### config.mk
export PLATFORM = sky130hd
export DESIGN_NAME = ptcfg_top
export DESIGN_NICKNAME = d
export VERILOG_FILES = /design/src/logic/ptcfg_pkg.sv /design/src/logic/ptcfg_decode.sv /design/src/logic/ptcfg_top.sv
export SDC_FILE = /design/constraint.sdc
export NUM_CORES = 1
export LEC_CHECK = 0
export BUFFER_PORTS_ARGS = -buffer_cell sky130_fd_sc_hd__buf_2
export CAP_MARGIN = 0
export CORE_UTILIZATION = 50
export DETAILED_ROUTE_END_ITERATION = 7
export GPL_TIMING_DRIVEN = 0
export PLACE_DENSITY = 0.76
export SLEW_MARGIN = 20
export SYNTH_ARGS = -nofsm -noshare
export SYNTH_HDL_FRONTEND = slang
export SYNTH_HIERARCHICAL = 1
export SYNTH_SLANG_ARGS = --single-unit
export TNS_END_PERCENT = 100
### constraint.sdc
create_clock -name clk -period 7.45 [get_ports clk]
set_input_delay 0.3725 -clock clk [delete_from_list [all_inputs] [get_ports clk]]
set_output_delay 0.3725 -clock clk [all_outputs]
set_load 0.05 [all_outputs]
### src/logic/ptcfg_pkg.sv
// How it works
// - Group bit n joins paths n, n+4, n+8.
// - Span field 0..3 chains 1..4 units, rest invalid.
// - Twelve-path concat makes one chained payload.
// - Without twelve-path concat, group bits decide.
// - Role bit one means slave portion, only with twelve-path concat.
// - Locked path byte mismatch sets its flag.
// - Flags latch regardless, clear after read.
// - Per-path enable routes byte error to interrupt.
// - Parity flag sets only on comparison change.
// - Slice copies 0x400 apart, gated by selects.
// - Per-path enable routes parity change to interrupt.
// - Lock state from per-path monitor qualifies events.
package ptcfg_pkg;
   localparam int NUM_PATHS = 12;
   localparam int DATA_W = 16;
   localparam int ADDR_W = 12;
   localparam int GROUPS = 4;
   // Offsets of the registers inside one slice (low ten address bits).
   localparam logic [9:0] OFS_GEN_CFG = 10'h242;
   localparam logic [9:0] OFS_CHK_CFG = 10'h243;
   localparam logic [9:0] OFS_ERR_FLAG = 10'h244;
   localparam logic [9:0] OFS_ERR_EN = 10'h245;
   localparam logic [9:0] OFS_PAR_FLAG = 10'h246;
   localparam logic [9:0] OFS_PAR_EN = 10'h247;
   // Slice number sits above the in-slice offset, so slices are 0x400 apart.
   localparam int SLICE_POS = 10;
   // Field positions of the payload configuration words.
   localparam int SLAVE_POS = 15;
   localparam int TWELVE_POS = 14;
   localparam int SPAN_POS = 8;
   localparam int RSVD_POS = 6;
   localparam int GROUP_POS = 0;
   // Chain span codes and the unit counts they stand for.
   localparam logic [2:0] SPAN_SINGLE = 3'h0;
   localparam logic [2:0] SPAN_TWO = 3'h1;
   localparam logic [2:0] SPAN_THREE = 3'h2;
   localparam logic [2:0] SPAN_FOUR = 3'h3;
   localparam logic [2:0] UNITS_ONE = 3'h1;
   localparam logic [2:0] UNITS_TWO = 3'h2;
   localparam logic [2:0] UNITS_THREE = 3'h3;
   localparam logic [2:0] UNITS_FOUR = 3'h4;
   localparam logic [2:0] UNITS_BAD = 3'h0;
   // Reset values.
   localparam logic [NUM_PATHS-1:0] PATHS_RST = 12'h000;
   localparam logic [DATA_W-1:0] WORD_RST = 16'h0000;
   // Payload structure of one path.
   typedef enum logic [1:0] {
      KIND_STS1 = 2'h0,
      KIND_GROUP3 = 2'h1,
      KIND_TWELVE = 2'h3
   } ptcfg_kind_e;
   // Stored payload configuration of the generator or the checker.
   typedef struct packed {
      logic slave;
      logic twelve;
      logic [2:0] span;
      logic rsvd;
      logic [GROUPS-1:0] group;
   } ptcfg_cfg_s;
   localparam ptcfg_cfg_s CFG_RST = '0;
   // Decoded structure handed to the datapath.
   typedef struct packed {
      ptcfg_kind_e [NUM_PATHS-1:0] kind;
      logic [2:0] units;
      logic span_bad;
      logic slave;
   } ptcfg_path_s;
   // Per-path events from the checker datapath.
   typedef struct packed {
      logic [NUM_PATHS-1:0] locked;
      logic [NUM_PATHS-1:0] byte_err;
      logic [NUM_PATHS-1:0] cmp_valid;
      logic [NUM_PATHS-1:0] cmp_mismatch;
   } ptcfg_evt_s;
endpackage

### src/logic/ptcfg_decode.sv
`timescale 1ns/1ps
// Turns one stored configuration into the per-path payload structure.
module ptcfg_decode
   import ptcfg_pkg::*;
(
   input wire logic clk,
   input wire logic rst,
   input ptcfg_cfg_s cfg,
   output ptcfg_path_s paths
);
   ptcfg_path_s paths_r; // Registered structure.
   ptcfg_path_s paths_nxt; // Its next value.
   ptcfg_kind_e [NUM_PATHS-1:0] kind_c; // Per-path kinds.

   // Each path takes its kind from the twelve-path bit, else from the group that it belongs to.
   for (genvar p = 0; p < NUM_PATHS; p++) begin : g_path
      always_comb begin
         if (cfg.twelve) begin
            kind_c[p] = KIND_TWELVE;
         end else if (cfg.group[p % GROUPS]) begin
            kind_c[p] = KIND_GROUP3;
         end else begin
            kind_c[p] = KIND_STS1;
         end
      end
   end

   // Span decode; invalid codes are flagged rather than guessed at.
   always_comb begin
      paths_nxt = '0;
      paths_nxt.kind = kind_c;
      paths_nxt.slave = cfg.slave & cfg.twelve;
      paths_nxt.span_bad = 1'b0;
      if (!cfg.twelve) begin
         paths_nxt.units = UNITS_ONE;
      end else begin
         unique case (cfg.span)
            SPAN_SINGLE: paths_nxt.units = UNITS_ONE;
            SPAN_TWO: paths_nxt.units = UNITS_TWO;
            SPAN_THREE: paths_nxt.units = UNITS_THREE;
            SPAN_FOUR: paths_nxt.units = UNITS_FOUR;
            default: begin
               paths_nxt.units = UNITS_BAD;
               paths_nxt.span_bad = 1'b1;
            end
         endcase
      end
   end

   // The structure is registered so the datapath sees clean levels.
   always_ff @(posedge clk or posedge rst) begin
      if (rst) begin
         paths_r <= '0;
      end else begin
         paths_r <= paths_nxt;
      end
   end

   assign paths = paths_r;

   a_group_join: assert property (
      @(posedge clk) disable iff (rst)
      (!cfg.twelve && cfg.group[0]) |=>
         (paths.kind[0] == KIND_GROUP3 && paths.kind[4] == KIND_GROUP3
          && paths.kind[8] == KIND_GROUP3 && paths.kind[1] != KIND_TWELVE))
      else $error("group bit did not join its three paths");
   a_span_units: assert property (
      @(posedge clk) disable iff (rst)
      (cfg.twelve && cfg.span == SPAN_FOUR) |=>
         (paths.units == UNITS_FOUR && !paths.span_bad))
      else $error("span code three did not give four units");
   a_span_bad: assert property (
      @(posedge clk) disable iff (rst)
      (cfg.twelve && cfg.span[2]) |=> paths.span_bad)
      else $error("invalid span code not flagged");
   a_twelve_all: assert property (
      @(posedge clk) disable iff (rst)
      cfg.twelve |=> (paths.kind == {NUM_PATHS{KIND_TWELVE}}))
      else $error("twelve-path concat did not cover all paths");
endmodule // ptcfg_decode

### src/logic/ptcfg_top.sv
`timescale 1ns/1ps
// Payload configuration and event flags of one pattern tester slice.
module ptcfg_top
   import ptcfg_pkg::*;
#(
   parameter logic [1:0] SLICE_ID = 2'h0
)
(
   input wire logic clk,
   input wire logic rst,
   input wire logic [ADDR_W-1:0] addr,
   input wire logic [DATA_W-1:0] d_in,
   output logic [DATA_W-1:0] d_out,
   output logic d_oe,
   input wire logic rd_n,
   input wire logic wr_n,
   input wire logic test_reg_select_n,
   input wire logic block_select_n,
   input ptcfg_evt_s evt,
   output ptcfg_path_s gen_paths,
   output ptcfg_path_s chk_paths,
   output logic irq
);
   // Address decode.
   logic sel; // This slice is addressed.
   logic hit_gen; // Generator configuration.
   logic hit_chk; // Checker configuration.
   logic hit_err; // Byte error flags.
   logic hit_erren; // Byte error enables.
   logic hit_par; // Parity change flags.
   logic hit_paren; // Parity change enables.
   logic hit_any; // Any mapped register.
   logic rd_act; // A read is in progress this cycle.
   logic wr_fire; // One-cycle write strike.

   // Bus state.
   logic wr_n_r; // Write strobe of the last cycle.
   logic rd_act_r; // Read active in the last cycle.
   logic rd_err_r; // Last read showed the byte error flags.
   logic rd_par_r; // Last read showed the parity flags.
   logic [NUM_PATHS-1:0] snap_r; // Flag bits shown by the last read.
   logic [DATA_W-1:0] rd_data_r; // Read data held for the pins.
   // Next values of the bus state.
   logic wr_n_nxt;
   logic rd_act_nxt;
   logic rd_err_nxt;
   logic rd_par_nxt;
   logic [NUM_PATHS-1:0] snap_nxt;
   logic [DATA_W-1:0] rd_data_nxt;

   // Configuration and enables.
   ptcfg_cfg_s gen_cfg_r; // Generator payload configuration.
   ptcfg_cfg_s chk_cfg_r; // Checker payload configuration.
   logic [NUM_PATHS-1:0] err_en_r; // Byte error interrupt enables.
   logic [NUM_PATHS-1:0] par_en_r; // Parity change interrupt enables.
   // Next values of the configuration registers.
   ptcfg_cfg_s gen_cfg_nxt;
   ptcfg_cfg_s chk_cfg_nxt;
   logic [NUM_PATHS-1:0] err_en_nxt;
   logic [NUM_PATHS-1:0] par_en_nxt;

   // Event flags.
   logic [NUM_PATHS-1:0] err_flag_r; // path_byte_error_flag per path.
   logic [NUM_PATHS-1:0] par_flag_r; // path_parity_change_flag per path.
   logic [NUM_PATHS-1:0] last_mis_r; // Last comparison was a mismatch.
   logic irq_r; // Registered interrupt level.
   // Next values of the flag registers.
   logic [NUM_PATHS-1:0] err_flag_nxt;
   logic [NUM_PATHS-1:0] par_flag_nxt;
   logic [NUM_PATHS-1:0] last_mis_nxt;
   logic irq_nxt;
   // Per-path decisions of the current cycle.
   logic [NUM_PATHS-1:0] err_set; // Byte error events this cycle.
   logic [NUM_PATHS-1:0] par_set; // Parity change events this cycle.
   logic [NUM_PATHS-1:0] clr_err; // Bits cleared by a finished read.
   logic [NUM_PATHS-1:0] clr_par;

   // Packs a configuration into its register word; unused bits read zero.
   function automatic logic [DATA_W-1:0] cfg_word(input ptcfg_cfg_s c);
      logic [DATA_W-1:0] w;
      w = WORD_RST;
      w[SLAVE_POS] = c.slave;
      w[TWELVE_POS] = c.twelve;
      w[SPAN_POS +: 3] = c.span;
      w[RSVD_POS] = c.rsvd;
      w[GROUP_POS +: GROUPS] = c.group;
      return w;
   endfunction

   // Unpacks a written word into a configuration.
   function automatic ptcfg_cfg_s word_cfg(input logic [DATA_W-1:0] w);
      ptcfg_cfg_s c;
      c.slave = w[SLAVE_POS];
      c.twelve = w[TWELVE_POS];
      c.span = w[SPAN_POS +: 3];
      c.rsvd = w[RSVD_POS];
      c.group = w[GROUP_POS +: GROUPS];
      return c;
   endfunction

   // Selection and register decode; only this slice's copy answers.
   always_comb begin
      sel = test_reg_select_n && !block_select_n
         && (addr[ADDR_W-1:SLICE_POS] == SLICE_ID);
      hit_gen = sel && (addr[SLICE_POS-1:0] == OFS_GEN_CFG);
      hit_chk = sel && (addr[SLICE_POS-1:0] == OFS_CHK_CFG);
      hit_err = sel && (addr[SLICE_POS-1:0] == OFS_ERR_FLAG);
      hit_erren = sel && (addr[SLICE_POS-1:0] == OFS_ERR_EN);
      hit_par = sel && (addr[SLICE_POS-1:0] == OFS_PAR_FLAG);
      hit_paren = sel && (addr[SLICE_POS-1:0] == OFS_PAR_EN);
      hit_any = hit_gen | hit_chk | hit_err | hit_erren | hit_par
         | hit_paren;
      rd_act = hit_any && !rd_n;
      // A write strikes once, on the cycle its strobe first goes low.
      wr_fire = sel && !wr_n && wr_n_r;
   end

   // Read path: data is sampled every cycle of the read so the last
   // value shown is exactly the one whose flags get cleared.
   always_comb begin
      wr_n_nxt = wr_n;
      rd_act_nxt = rd_act;
      rd_err_nxt = rd_act && hit_err;
      rd_par_nxt = rd_act && hit_par;
      snap_nxt = snap_r;
      rd_data_nxt = rd_data_r;
      if (rd_act) begin
         rd_data_nxt = WORD_RST;
         snap_nxt = PATHS_RST;
         if (hit_gen) begin
            rd_data_nxt = cfg_word(gen_cfg_r);
         end else if (hit_chk) begin
            rd_data_nxt = cfg_word(chk_cfg_r);
         end else if (hit_err) begin
            rd_data_nxt[NUM_PATHS-1:0] = err_flag_r;
            snap_nxt = err_flag_r;
         end else if (hit_erren) begin
            rd_data_nxt[NUM_PATHS-1:0] = err_en_r;
         end else if (hit_par) begin
            rd_data_nxt[NUM_PATHS-1:0] = par_flag_r;
            snap_nxt = par_flag_r;
         end else begin
            rd_data_nxt[NUM_PATHS-1:0] = par_en_r;
         end
      end
   end

   // Bus registers.
   always_ff @(posedge clk or posedge rst) begin
      if (rst) begin
         wr_n_r <= 1'b1;
         rd_act_r <= 1'b0;
         rd_err_r <= 1'b0;
         rd_par_r <= 1'b0;
         snap_r <= PATHS_RST;
         rd_data_r <= WORD_RST;
      end else begin
         wr_n_r <= wr_n_nxt;
         rd_act_r <= rd_act_nxt;
         rd_err_r <= rd_err_nxt;
         rd_par_r <= rd_par_nxt;
         snap_r <= snap_nxt;
         rd_data_r <= rd_data_nxt;
      end
   end

   // The pins are driven one cycle after the read begins, when data is
   // registered, and released one cycle after it ends.
   assign d_out = rd_data_r;
   assign d_oe = rd_act_r;

   // Configuration writes; generator and checker words never share state.
   always_comb begin
      gen_cfg_nxt = gen_cfg_r;
      chk_cfg_nxt = chk_cfg_r;
      err_en_nxt = err_en_r;
      par_en_nxt = par_en_r;
      if (wr_fire) begin
         if (hit_gen) begin
            gen_cfg_nxt = word_cfg(d_in);
            gen_cfg_nxt.rsvd = 1'b0; // No reserved bit in this word.
         end
         if (hit_chk) begin
            // The checker word keeps its reserved bit as written.
            chk_cfg_nxt = word_cfg(d_in);
         end
         if (hit_erren) begin
            err_en_nxt = d_in[NUM_PATHS-1:0];
         end
         if (hit_paren) begin
            par_en_nxt = d_in[NUM_PATHS-1:0];
         end
      end
   end

   // Configuration registers.
   always_ff @(posedge clk or posedge rst) begin
      if (rst) begin
         gen_cfg_r <= CFG_RST;
         chk_cfg_r <= CFG_RST;
         err_en_r <= PATHS_RST;
         par_en_r <= PATHS_RST;
      end else begin
         gen_cfg_r <= gen_cfg_nxt;
         chk_cfg_r <= chk_cfg_nxt;
         err_en_r <= err_en_nxt;
         par_en_r <= par_en_nxt;
      end
   end

   // Event flags. Only bits that were actually shown by a read are
   // cleared when the read ends, and a new event in that cycle wins,
   // so no event is lost between the read and its clear.
   always_comb begin
      // A flag rises only for an event seen on a locked path.
      err_set = evt.locked & evt.byte_err;
      par_set = evt.locked & evt.cmp_valid
         & (evt.cmp_mismatch ^ last_mis_r);
      last_mis_nxt = (last_mis_r & ~evt.cmp_valid)
         | (evt.cmp_mismatch & evt.cmp_valid);
      // A read ends when its register stops being read, even if the
      // strobe stays low and moves straight on to another register.
      clr_err = (rd_err_r && !(rd_act && hit_err)) ? snap_r
         : PATHS_RST;
      clr_par = (rd_par_r && !(rd_act && hit_par)) ? snap_r
         : PATHS_RST;
      err_flag_nxt = (err_flag_r & ~clr_err) | err_set;
      par_flag_nxt = (par_flag_r & ~clr_par) | par_set;
      irq_nxt = |(err_flag_r & err_en_r)
         || |(par_flag_r & par_en_r);
   end

   // Flag registers.
   always_ff @(posedge clk or posedge rst) begin
      if (rst) begin
         err_flag_r <= PATHS_RST;
         par_flag_r <= PATHS_RST;
         last_mis_r <= PATHS_RST;
         irq_r <= 1'b0;
      end else begin
         err_flag_r <= err_flag_nxt;
         par_flag_r <= par_flag_nxt;
         last_mis_r <= last_mis_nxt;
         irq_r <= irq_nxt;
      end
   end

   // The interrupt is registered, so it follows its flag by one cycle.
   assign irq = irq_r;

   // Structure decode of each side.
   ptcfg_decode u_gen_dec (
      .clk(clk),
      .rst(rst),
      .cfg(gen_cfg_r),
      .paths(gen_paths)
   );

   ptcfg_decode u_chk_dec (
      .clk(clk),
      .rst(rst),
      .cfg(chk_cfg_r),
      .paths(chk_paths)
   );

   // Checks on the event flags, the interrupt and the bus.
   a_err_sets: assert property (
      @(posedge clk) disable iff (rst)
      (evt.locked[3] && evt.byte_err[3]) |=> err_flag_r[3])
      else $error("locked byte error did not set its flag");
   a_err_only_locked: assert property (
      @(posedge clk) disable iff (rst)
      1'b1 |=> ((err_flag_r & ~$past(err_flag_r)
         & ~$past(evt.locked & evt.byte_err)) == PATHS_RST))
      else $error("byte error flag rose without a locked event");
   a_par_repeat: assert property (
      @(posedge clk) disable iff (rst)
      (evt.cmp_valid[0] && evt.locked[0]
         && (evt.cmp_mismatch[0] == last_mis_r[0]) && !par_flag_r[0])
      |=> !par_flag_r[0])
      else $error("parity flag set on a repeated result");
   a_par_change: assert property (
      @(posedge clk) disable iff (rst)
      (evt.cmp_valid[5] && evt.locked[5]
         && (evt.cmp_mismatch[5] != last_mis_r[5])) |=> par_flag_r[5])
      else $error("parity change did not set its flag");
   a_clear_read: assert property (
      @(posedge clk) disable iff (rst)
      (rd_err_r && !(rd_act && hit_err) && err_set == PATHS_RST) |=>
         ((err_flag_r & $past(snap_r)) == PATHS_RST))
      else $error("read byte error flags were not cleared");
   a_irq_on: assert property (
      @(posedge clk) disable iff (rst)
      (|(err_flag_r & err_en_r)) |=> irq)
      else $error("enabled byte error flag gave no interrupt");
   a_par_irq: assert property (
      @(posedge clk) disable iff (rst)
      (|(par_flag_r & par_en_r)) |=> irq)
      else $error("enabled parity change flag gave no interrupt");
   a_irq_off: assert property (
      @(posedge clk) disable iff (rst)
      (!(|(err_flag_r & err_en_r)) && !(|(par_flag_r & par_en_r)))
      |=> !irq)
      else $error("interrupt without an enabled flag");
   a_bus_quiet: assert property (
      @(posedge clk) disable iff (rst)
      !sel |=> !d_oe)
      else $error("data pins driven for an unselected slice");
   a_side_apart: assert property (
      @(posedge clk) disable iff (rst)
      (wr_fire && hit_gen) |=> (chk_cfg_r == $past(chk_cfg_r)))
      else $error("generator write disturbed checker settings");
endmodule // ptcfg_top

---- After elaboration in Yosys (flattened, before gate mapping) ----
Cells that the tools add are included.
word-level totals
  logic and storage cells ................. 139
  input bits .............................. 82
  bits in registers ....................... 138
  output and inout bits ................... 76
cells by class
  reductions and logical operators ........ 32
  mux-type cells .......................... 37
  bitwise gates (word level) .............. 23
  equal/unequal tests ..................... 12
operators with widths
  operator                                        number
  2-to-1 mux 12 bit                               11
  bitwise AND 12 bit                              9
  == test 10 bit (second input constant)          6
  inverter 12 bit                                 3
  bitwise OR 12 bit                               3
  case mux 3 bit (4 select lines)                 2
  OR reduction 12 bit                             2
  2-to-1 mux 16 bit                               1
  2-to-1 mux 2 bit                                8
  logical AND 1 bit                               15
  == test 3 x 2 -> 1 bit (second input constant)  4
  2-to-1 mux 1 bit                                12
  bitwise XOR 12 bit                              1
  AND reduction 2 bit                             4
  OR reduction 4 bit                              2
  == test 3 x 1 -> 1 bit (second input constant)  2
  zero test 3 bit                                 2
  2-to-1 mux 3 bit                                2
  zero test 1 bit                                 5
  bitwise OR 1 bit                                5
  2-to-1 mux 4 bit                                1
  bitwise AND 1 bit                               2
  zero test 2 bit                                 1
  logical OR 1 bit                                1

---- Longest topological paths before layout ----
Gate-level depths: netlist (run 1).
  word-level depth ........................ 17
  mapped depth ............................ 8
  depth with buffers taken out ............ 6

---- By module ----
The synthesis (run 1) kept the hierarchy.
by module, submodules not included
  module        area an instance (um2)  cells an instance  sequential area each (um2)  times used
  ptcfg_top     5137.4                  461                2753.9                      1
  ptcfg_decode  470.5                   40                 250.2                       2

---- Worst setup path before layout (run 1) ----
Ideal clock, no wire load.
  path kind ............................... input to register
  start point ............................. input port block_select_n
  end point ............................... register par_en_r[0]
  buffers on the path ..................... 1
  required time ........................... 7323 ps
  setup time .............................. 127 ps
  stages .................................. 6
  path slack .............................. 5363 ps
  arrival ................................. 1960 ps
  path through ............................ nor4b_4 > and4b_1 > nand2_1 > or3_4 > buf_6 > mux2_1
between the ends
  word-level cells in the longest chain between the ends .. 6
  elaborated cells on any way between the ends .. 7
  classes of those cells .................. 7 x reduce/logical
ends and longest elaborated chain
  what                             RTL line          RTL
  from (decl)                      ptcfg_top.sv:18   input wire logic block_select_n,
  zero test 1 bit *                ptcfg_top.sv:103  sel = test_reg_select_n && !block_select_n
  logical AND 1 bit *              ptcfg_top.sv:103
  logical AND 1 bit *              ptcfg_top.sv:104  && (addr[ADDR_W-1:SLICE_POS] == SLICE_ID);
  logical AND 1 bit (2 in a row)   ptcfg_top.sv:115  wr_fire = sel && !wr_n && wr_n_r;
  AND reduction 2 bit (no line) *  n/a
  to (signal assigned)             ptcfg_top.sv:207  par_en_r <= par_en_nxt;
  to (decl)                        ptcfg_top.sv:55   logic [NUM_PATHS-1:0] par_en_r;
Mark *: on every way between the ends. The rest lies on a longest branch, timed or not.
A chain may end at the register's enable or synchronous reset.

---- Worst setup path after layout (run 1) ----
  start point ............................. input port block_select_n
  end point ............................... register err_flag_r[6]
between the ends
  word-level cells in the longest chain between the ends .. 17
  elaborated cells on any way between the ends .. 22
  classes of those cells .................. 1 x mux; 8 x bitwise; 13 x reduce/logical
ends and longest elaborated chain
  what                                  RTL line                            RTL
  zero test 1 bit *                     ptcfg_top.sv:103
  logical AND 1 bit *                   ptcfg_top.sv:103
  logical AND 1 bit *                   ptcfg_top.sv:104
  logical AND 1 bit (on tied branches)  ptcfg_top.sv:105, ptcfg_top.sv:106
  bitwise OR 1 bit (4 in a row)         ptcfg_top.sv:111                    hit_any = hit_gen | hit_chk | hit_err | hit_erren | hit_par
  bitwise OR 1 bit                      ptcfg_top.sv:112                    | hit_paren;
  logical AND 1 bit                     ptcfg_top.sv:113                    rd_act = hit_any && !rd_n;
  logical AND 1 bit *                   ptcfg_top.sv:223                    clr_err = (rd_err_r && !(rd_act && hit_err)) ? snap_r
  zero test 1 bit *                     ptcfg_top.sv:223
  logical AND 1 bit *                   ptcfg_top.sv:223
  2-to-1 mux 12 bit *                   ptcfg_top.sv:223
  inverter 12 bit *                     ptcfg_top.sv:227                    err_flag_nxt = (err_flag_r & ~clr_err) | err_set;
  bitwise AND 12 bit *                  ptcfg_top.sv:227
  bitwise OR 12 bit *                   ptcfg_top.sv:227
  via err_flag_nxt[6]                   ptcfg_top.sv:68                     logic [NUM_PATHS-1:0] err_flag_nxt;
  to (signal assigned)                  ptcfg_top.sv:241                    err_flag_r <= err_flag_nxt;
  to (decl)                             ptcfg_top.sv:63                     logic [NUM_PATHS-1:0] err_flag_r;
The timed path passes the listed nets; every way through them passes the cells marked *.

==> impl_metrics.tcl, run 1 <==
set metrics [dict create \
    postCtsResizedCells 0 \
    slew_viol_final 0 \
    final_common_cell "buf_2" \
    dp.cells 837 \
    antenna_found_initial 0 \
    grt_max_degree 72 \
    final_cell_mix "154 x buf_2, 129 x dfrtp_1, 82 x nand2_1" \
    seq_area_frac_synth_pct 53.5 \
    wire_per_inst_um 17.7 \
    regArea_um2 3250 \
    firstDrtPassIters 7 \
    r2r-start "wr_n_r" \
    fmax_mhz 435 \
    r2r_end "chk_cfg_r[1]" \
    power_leakage_nw 3.82 \
    setup_tns_ns 0 \
    worstSetupPathType "in -> reg" \
    hold_path.class "in -> reg" \
    grt_overflow 0 \
    fin_crit_sh_pct 30.9 \
    p_comb_share_pct 5.5 \
    startpoint_type "input port" \
    p_int_w 0.00122 \
    core-area_um2 11600 \
    arrival_ns 2.66 \
    grt_use_total_pct 26.0 \
    die_y_um 112 \
    power_frac_clock_pct 48.5 \
    vdd_drop_max_mv 0.164 \
    cp_data_required_time_ns 7.80 \
    crit_path_end_kind "flop" \
    netlist_instances 541 \
    cts_root_buffer "clkbuf_16" \
    cts_buffer_depth 2 \
    hold_start "wr_n" \
    drv_cap 0 \
    syn_area_um2 6080 \
    rr_worst_depth 4 \
    cts_tree "done" \
    finClkSkew_ns 0.00682 \
    hold_depth 1 \
    drt_iter0_markers 291 \
    antennaDiodeCount 0 \
    synth_warnings 6 \
    num-nets-final 796 \
    synth-seq-cells 130 \
    placed_area_um2 7050 \
    drive_above_1_share_pct 38.9 \
    multi_input_area_um2 2410 \
    synth_cell_type_count 53 \
    p_seq_share_pct 46.0 \
    h-tree-depth 4 \
    violations "DRC" \
    rsz0062_at_grt "false" \
    numCtsBuffers 17 \
    finalWeightedCongestion 0.869 \
    drt-total-wl_mm 15.4 \
    grt_pass1_vias 4764 \
    rows 39 \
    cts.sinks 130 \
    swShare_pct 22.1 \
    final_cells 870 \
    dp.final_hpwl_mm 11.6 \
    areaGrowthSynthToFinish_pct 25.0 \
    pin_count 158 \
    fillers 909 \
    synth_edf_count 0 \
    layout_min_cycle_time_ns 2.30 \
    synthFlopType "dfrtp_1" \
    cts.reportedPaths.clkPinSlew_ns 0.05 \
    vias 4894 \
    maxSlewHeadroom_pct 55.1 \
    io_buffers 151 \
    hold_path_end "wr_n_r" \
    hold_viol_final 0 \
    status "finished, violations left" \
    p_per_area_nw_per_um2 206 \
    clock_latency_ns 0.42 \
    setup-violations-final 0 \
    viasPerCell 5.63 \
    syn_area_per_cell_um2 11.2 \
    fin_area_um2 7600 \
    reg2reg_slack_ns 5.59 \
    cp_max_fo 10 \
    grt_first_pass_wirelength_mm 24.6 \
    die_area_um2 12600 \
    drc_errors 20 \
    p_switching_w 0.000346 \
    ant_nets 0 \
    die_w_um 112 \
    worst_pin_slew_ns 0.673 \
    synthArstFlopShare_pct 100 \
    start_util_pct 52.3 \
]
[repair_timing]
action,4_1_cts,5_1_grt
buffers inserted,0,0
endpoints found under the hold margin,58,0
hold buffers,1,0
endpoints found under the setup margin,0,0
[worst max-delay path: stages]
cell	delay (ns)
buf_2	0.11
nor4b_4	0.48
nand4_1	0.41
nor4_1	0.54
clkbuf_1	0.42
o21ai_0	0.20
nand2_1	0.12
[layout make-up]
cell class / count / area share, %
buffer: 58 / 4.99
tap: 143 / 2.35
timing repair buffer: 153 / 10.4
sequential: 130 / 42.8
multi-input combinational: 345 / 31.8
clock buffer: 27 / 6.75
inverter: 9 / 0.510
clock inverter: 5 / 0.362
[how the worst max path moves through the flow]
stage                    from             to  cells after the start
6_report       block_select_n  err_flag_r[6]                      7
5_1_grt        block_select_n      snap_r[4]                      8
4_1_cts        block_select_n       d_out[4]                      8
3_5_place_dp   block_select_n       d_out[4]                      8
3_3_place_gp              rst  par_flag_r[8]                      2
2_1_floorplan             rst      async pin                      1
[cell usage after synthesis, types with 3 or more instances]
cell type / number / area (um^2)
a221oi_1: 5 / 43.8
o221ai_1: 8 / 70.1
nand2_1: 82 / 308
nand2b_1: 3 / 18.8
or2_1: 8 / 50.1
nand3_1: 5 / 25.0
a32oi_1: 3 / 26.3
a21boi_0: 3 / 22.5
a2bb2oi_1: 3 / 26.3
nor2_1: 19 / 71.3
and4b_1: 3 / 30.0
mux2i_1: 9 / 90.1
buf_4: 40 / 300
inv_1: 9 / 33.8
nor2b_1: 5 / 31.3
o21ai_0: 43 / 215
nand4_1: 7 / 43.8
clkbuf_1: 12 / 45.0
a32o_1: 12 / 120
and2_1: 4 / 25.0
a21oi_1: 4 / 20.0
nor3b_1: 3 / 22.5
xor2_1: 12 / 105
a22o_1: 3 / 26.3
mux2_2: 50 / 563
a22oi_1: 10 / 75.1
buf_2: 3 / 15.0
mux2_1: 10 / 113
dfrtp_1: 129 / 3230
[power by group through the flow]
stage               combinational [W]  clock [W]  sequential [W]
floorplan                   0.0000450          0        0.000731
global route                0.0000955   0.000800        0.000720
finish                      0.0000864   0.000758        0.000720
CTS                         0.0000874   0.000768        0.000720
global placement            0.0000812          0        0.000731
detailed placement          0.0000867          0        0.000732
[routing by layer]
metal	part of all wire [%]	vias to the layer above	track usage, %
met5	0	-	0
met4	1.5	0	10.7
met3	6.7	18	5.83
met2	49	224	43.2
met1	42	2398	33.0
li1	-	2254	-
[cell families (layout without fill, tap and decap cells)]
kind of cell | after synthesis | in the layout | share of synthesized area (%)
simple gates | 158 | 158 | 13.3
other cells | 1 | 2 | 0.0617
buf+inv | 67 | 252 | 6.79
flops | 130 | 130 | 53.5
xor+xnor | 14 | 14 | 2.02
compound gates | 102 | 102 | 11.7
mux | 69 | 69 | 12.6
[through the flow]
stage | power [W] | hold slack (ns) | utilization, % | setup slack, ns
final | 0.00156 | 0.0582 | 65.4 | 5.15
after global routing | 0.00162 | 0.0514 | 65.4 | 4.89
after CTS | 0.00158 | 0.0389 | 65.4 | 5.21
after detailed placement | 0.000818 | 0.415 | 60.7 | 4.77
after global placement | 0.000812 | 0.373 | 60.4 | 2.94
after floorplan | 0.000776 | 0.213 | - | 4.18
[sequential cells by signal, indices dropped and copies added (netlist names), 12 cells and up, named ones only]
register,flops
snap_r,12
err_flag_r,12
err_en_r,12
d_out,14
par_flag_r,12
par_en_r,12
No activity file was read; power rests on OpenSTA's default activity.
==> run 2, diff against run 1 <==
- CORE_UTILIZATION: 50 -> 48
- clock period: 7.45 -> 2.06 ns (I/O delays scaled with it)
==> run 2 against run 1 <==
Largest power group unchanged. Non-clock buffer count grew 93. First-iteration DRC count grew 15%. Critical endpoint is now chk_cfg_r[1]. Die area grew 4.1%. Utilization grew 5.7 points. Largest cell class unchanged. Clock skew grew 0.0022 ns. Power grew to 4.0 times the previous value. The run now ends clean.
==> impl_metrics.tcl, run 2 (synthesized netlist as in run 1, its figures left out) <==
set metrics [dict create \
    drc_errors 0 \
    crit_buf_inv 1 \
    die_w_um 115 \
    regArea_um2 3250 \
    core-area_um2 12200 \
    power_leakage_nw 4.21 \
    pin_count 158 \
    total_power_w 0.00619 \
    final_common_cell "buf_2" \
    slew_viol_final 0 \
    rows 40 \
    finalWeightedCongestion 0.869 \
    worst_pin_slew_ns 0.631 \
    antenna_found_initial 0 \
    finClkSkew_ns 0.00902 \
    drt-total-wl_mm 17.9 \
    use_met3_pct 7.78 \
    cts_root_buffer "clkbuf_16" \
    met2_usage_pct 52.3 \
    start_util_pct 50.0 \
    setup-violations-final 0 \
    p_per_area_nw_per_um2 716 \
    grt_first_pass_wirelength_mm 28.4 \
    maxSlewHeadroom_pct 57.9 \
    wire_per_inst_um 18.1 \
    rsz0062_at_grt "false" \
    arrival_ns 2.23 \
    busiest_layer "met2" \
    clock_latency_ns 0.43 \
    drv_cap 0 \
    largest_register_ffs 14 \
    die_y_um 115 \
    fin_crit_sh_pct 93.6 \
    cp_slowest_cell "nor4b_4" \
    crit_chain "buf_2, nor4b_4, and4b_1, nand2_1, nor2_2, mux2_2" \
    firstDrtPassIters 5 \
    worst_slack_ns 0.131 \
    antennaDiodeCount 0 \
    hold_viol_final 0 \
    cts.reportedPaths.clkPinSlew_ns 0.06 \
    grt_max_degree 35 \
    dp.final_hpwl_mm 11.9 \
    vdd_drop_max_mv 0.745 \
    place_ws_ns -0.489 \
    multi_input_area_um2 2420 \
    worstSetupPathType "in -> reg" \
    fmax_mhz 518 \
    critPathTopFamily "simple AND/OR/NAND/NOR gates" \
    h-tree-depth 4 \
    crit_path_end_kind "flop" \
    grt_use_total_pct 29.0 \
    vias 5374 \
    cts_buffer_depth 2 \
    startpoint_type "input port" \
    grt_util_met1_pct 31.9 \
    layout_min_cycle_time_ns 1.93 \
    cp_data_required_time_ns 2.36 \
    fillers 864 \
    grt_pass1_vias 5637 \
    num-nets-final 889 \
    io_buffers 151 \
    cpPeakStageDelay_ns 0.55 \
    grt_overflow 0 \
    cts_tree "done" \
    drive_above_1_share_pct 35.9 \
    status "complete, no violations" \
    drt_iter0_markers 336 \
    areaGrowthSynthToFinish_pct 42.2 \
    ant_nets 0 \
    die_area_um2 13100 \
    cp_max_fo 10 \
    hold_path.class "in -> reg" \
    final_cell_mix "154 x buf_2, 129 x dfrtp_1, 89 x dlygate4sd3_1" \
    cts.sinks 130 \
    viasPerCell 5.44 \
    numCtsBuffers 17 \
]
-- run 2: cell count changes in the layout (fill, tap and decap cells not counted), moves of 2 or more --
cell / change
dlygate4sd3_1: +88
clkbuf_1: -5
clkinvlp_4: +4
buf_12: +3
buf_4: +3
bufinv_16: +3
clkbuf_8: -3
clkinv_2: -2
clkinv_4: +2
-- run 2: worst min-delay path, cell delays in order --
cell     delay (ns)
buf_2          0.11
nor4_2         0.07
o21ai_0        0.16
nand2_1        0.05
-- run 2: final cells by class --
cell class,count,area share [%]
Buffer,58,4.40
Clock buffer,20,5.28
Clock inverter,12,1.81
Inverter,9,0.434
Multi-Input combinational cell,345,28.0
Sequential cell,130,37.6
Tap cell,168,2.43
Timing Repair Buffer,246,20.0
-- run 2: path summary, 6_finish.rpt --
path                                 from                  end  slack, ns  cells past startpoint
max in group asynchronous             rst        par_flag_r[7]       0.98                      5
min in group asynchronous             rst   u_chk_dec/paths[3]       0.26                      3
min                               addr[1]        err_flag_r[0]       0.12                      4
max                        block_select_n         chk_cfg_r[1]       0.13                      6
max reg2reg                        wr_n_r         chk_cfg_r[1]       0.16                      4
min reg2reg                  gen_cfg_r[1]  u_gen_dec/paths[23]       0.49                      1
-- run 2: power breakdown --
part | switching [W] | internal, W | leakage, nW
Sequential | 0.0000200 | 0.00258 | 1.65
Clock | 0.00114 | 0.00197 | 0.289
Combinational | 0.000220 | 0.000259 | 2.28
-- run 2: timing repair --
action | in CTS | in global routing
pin swaps | 1 | 1
gates resized for setup | 1 | 2
endpoints found under the setup margin | 15 | 10
buffers inserted | 3 | 0
gates cloned | 0 | 0
hold endpoints to repair | 119 | 0
hold buffers | 89 | 0
-- run 2: routing by layer --
| layer | part of all wire [%] | up-vias |
|---|---|---|
| li1 | - | 2433 |
| met1 | 38 | 2587 |
| met2 | 52 | 306 |
| met3 | 7.9 | 48 |
| met4 | 2.7 | 0 |
| met5 | 0 | - |
-- run 2: per-stage QoR --
| step | instances | hold WS [ns] | instance area [um^2] | util, % | TNS (ns) |
|---|---|---|---|---|---|
| after floorplan | 542 | -0.0568 | 6090 | - | 0 |
| after global placement | 861 | 0.119 | 7050 | 58.0 | -28.65 |
| after detailed placement | 864 | 0.135 | 7110 | 58.5 | -21.34 |
| after CTS | 988 | 0.0984 | 8640 | 71.1 | 0 |
| after global routing | 988 | 0.123 | 8650 | 71.1 | 0 |
| final | 988 | 0.119 | 8650 | 71.1 | 0 |
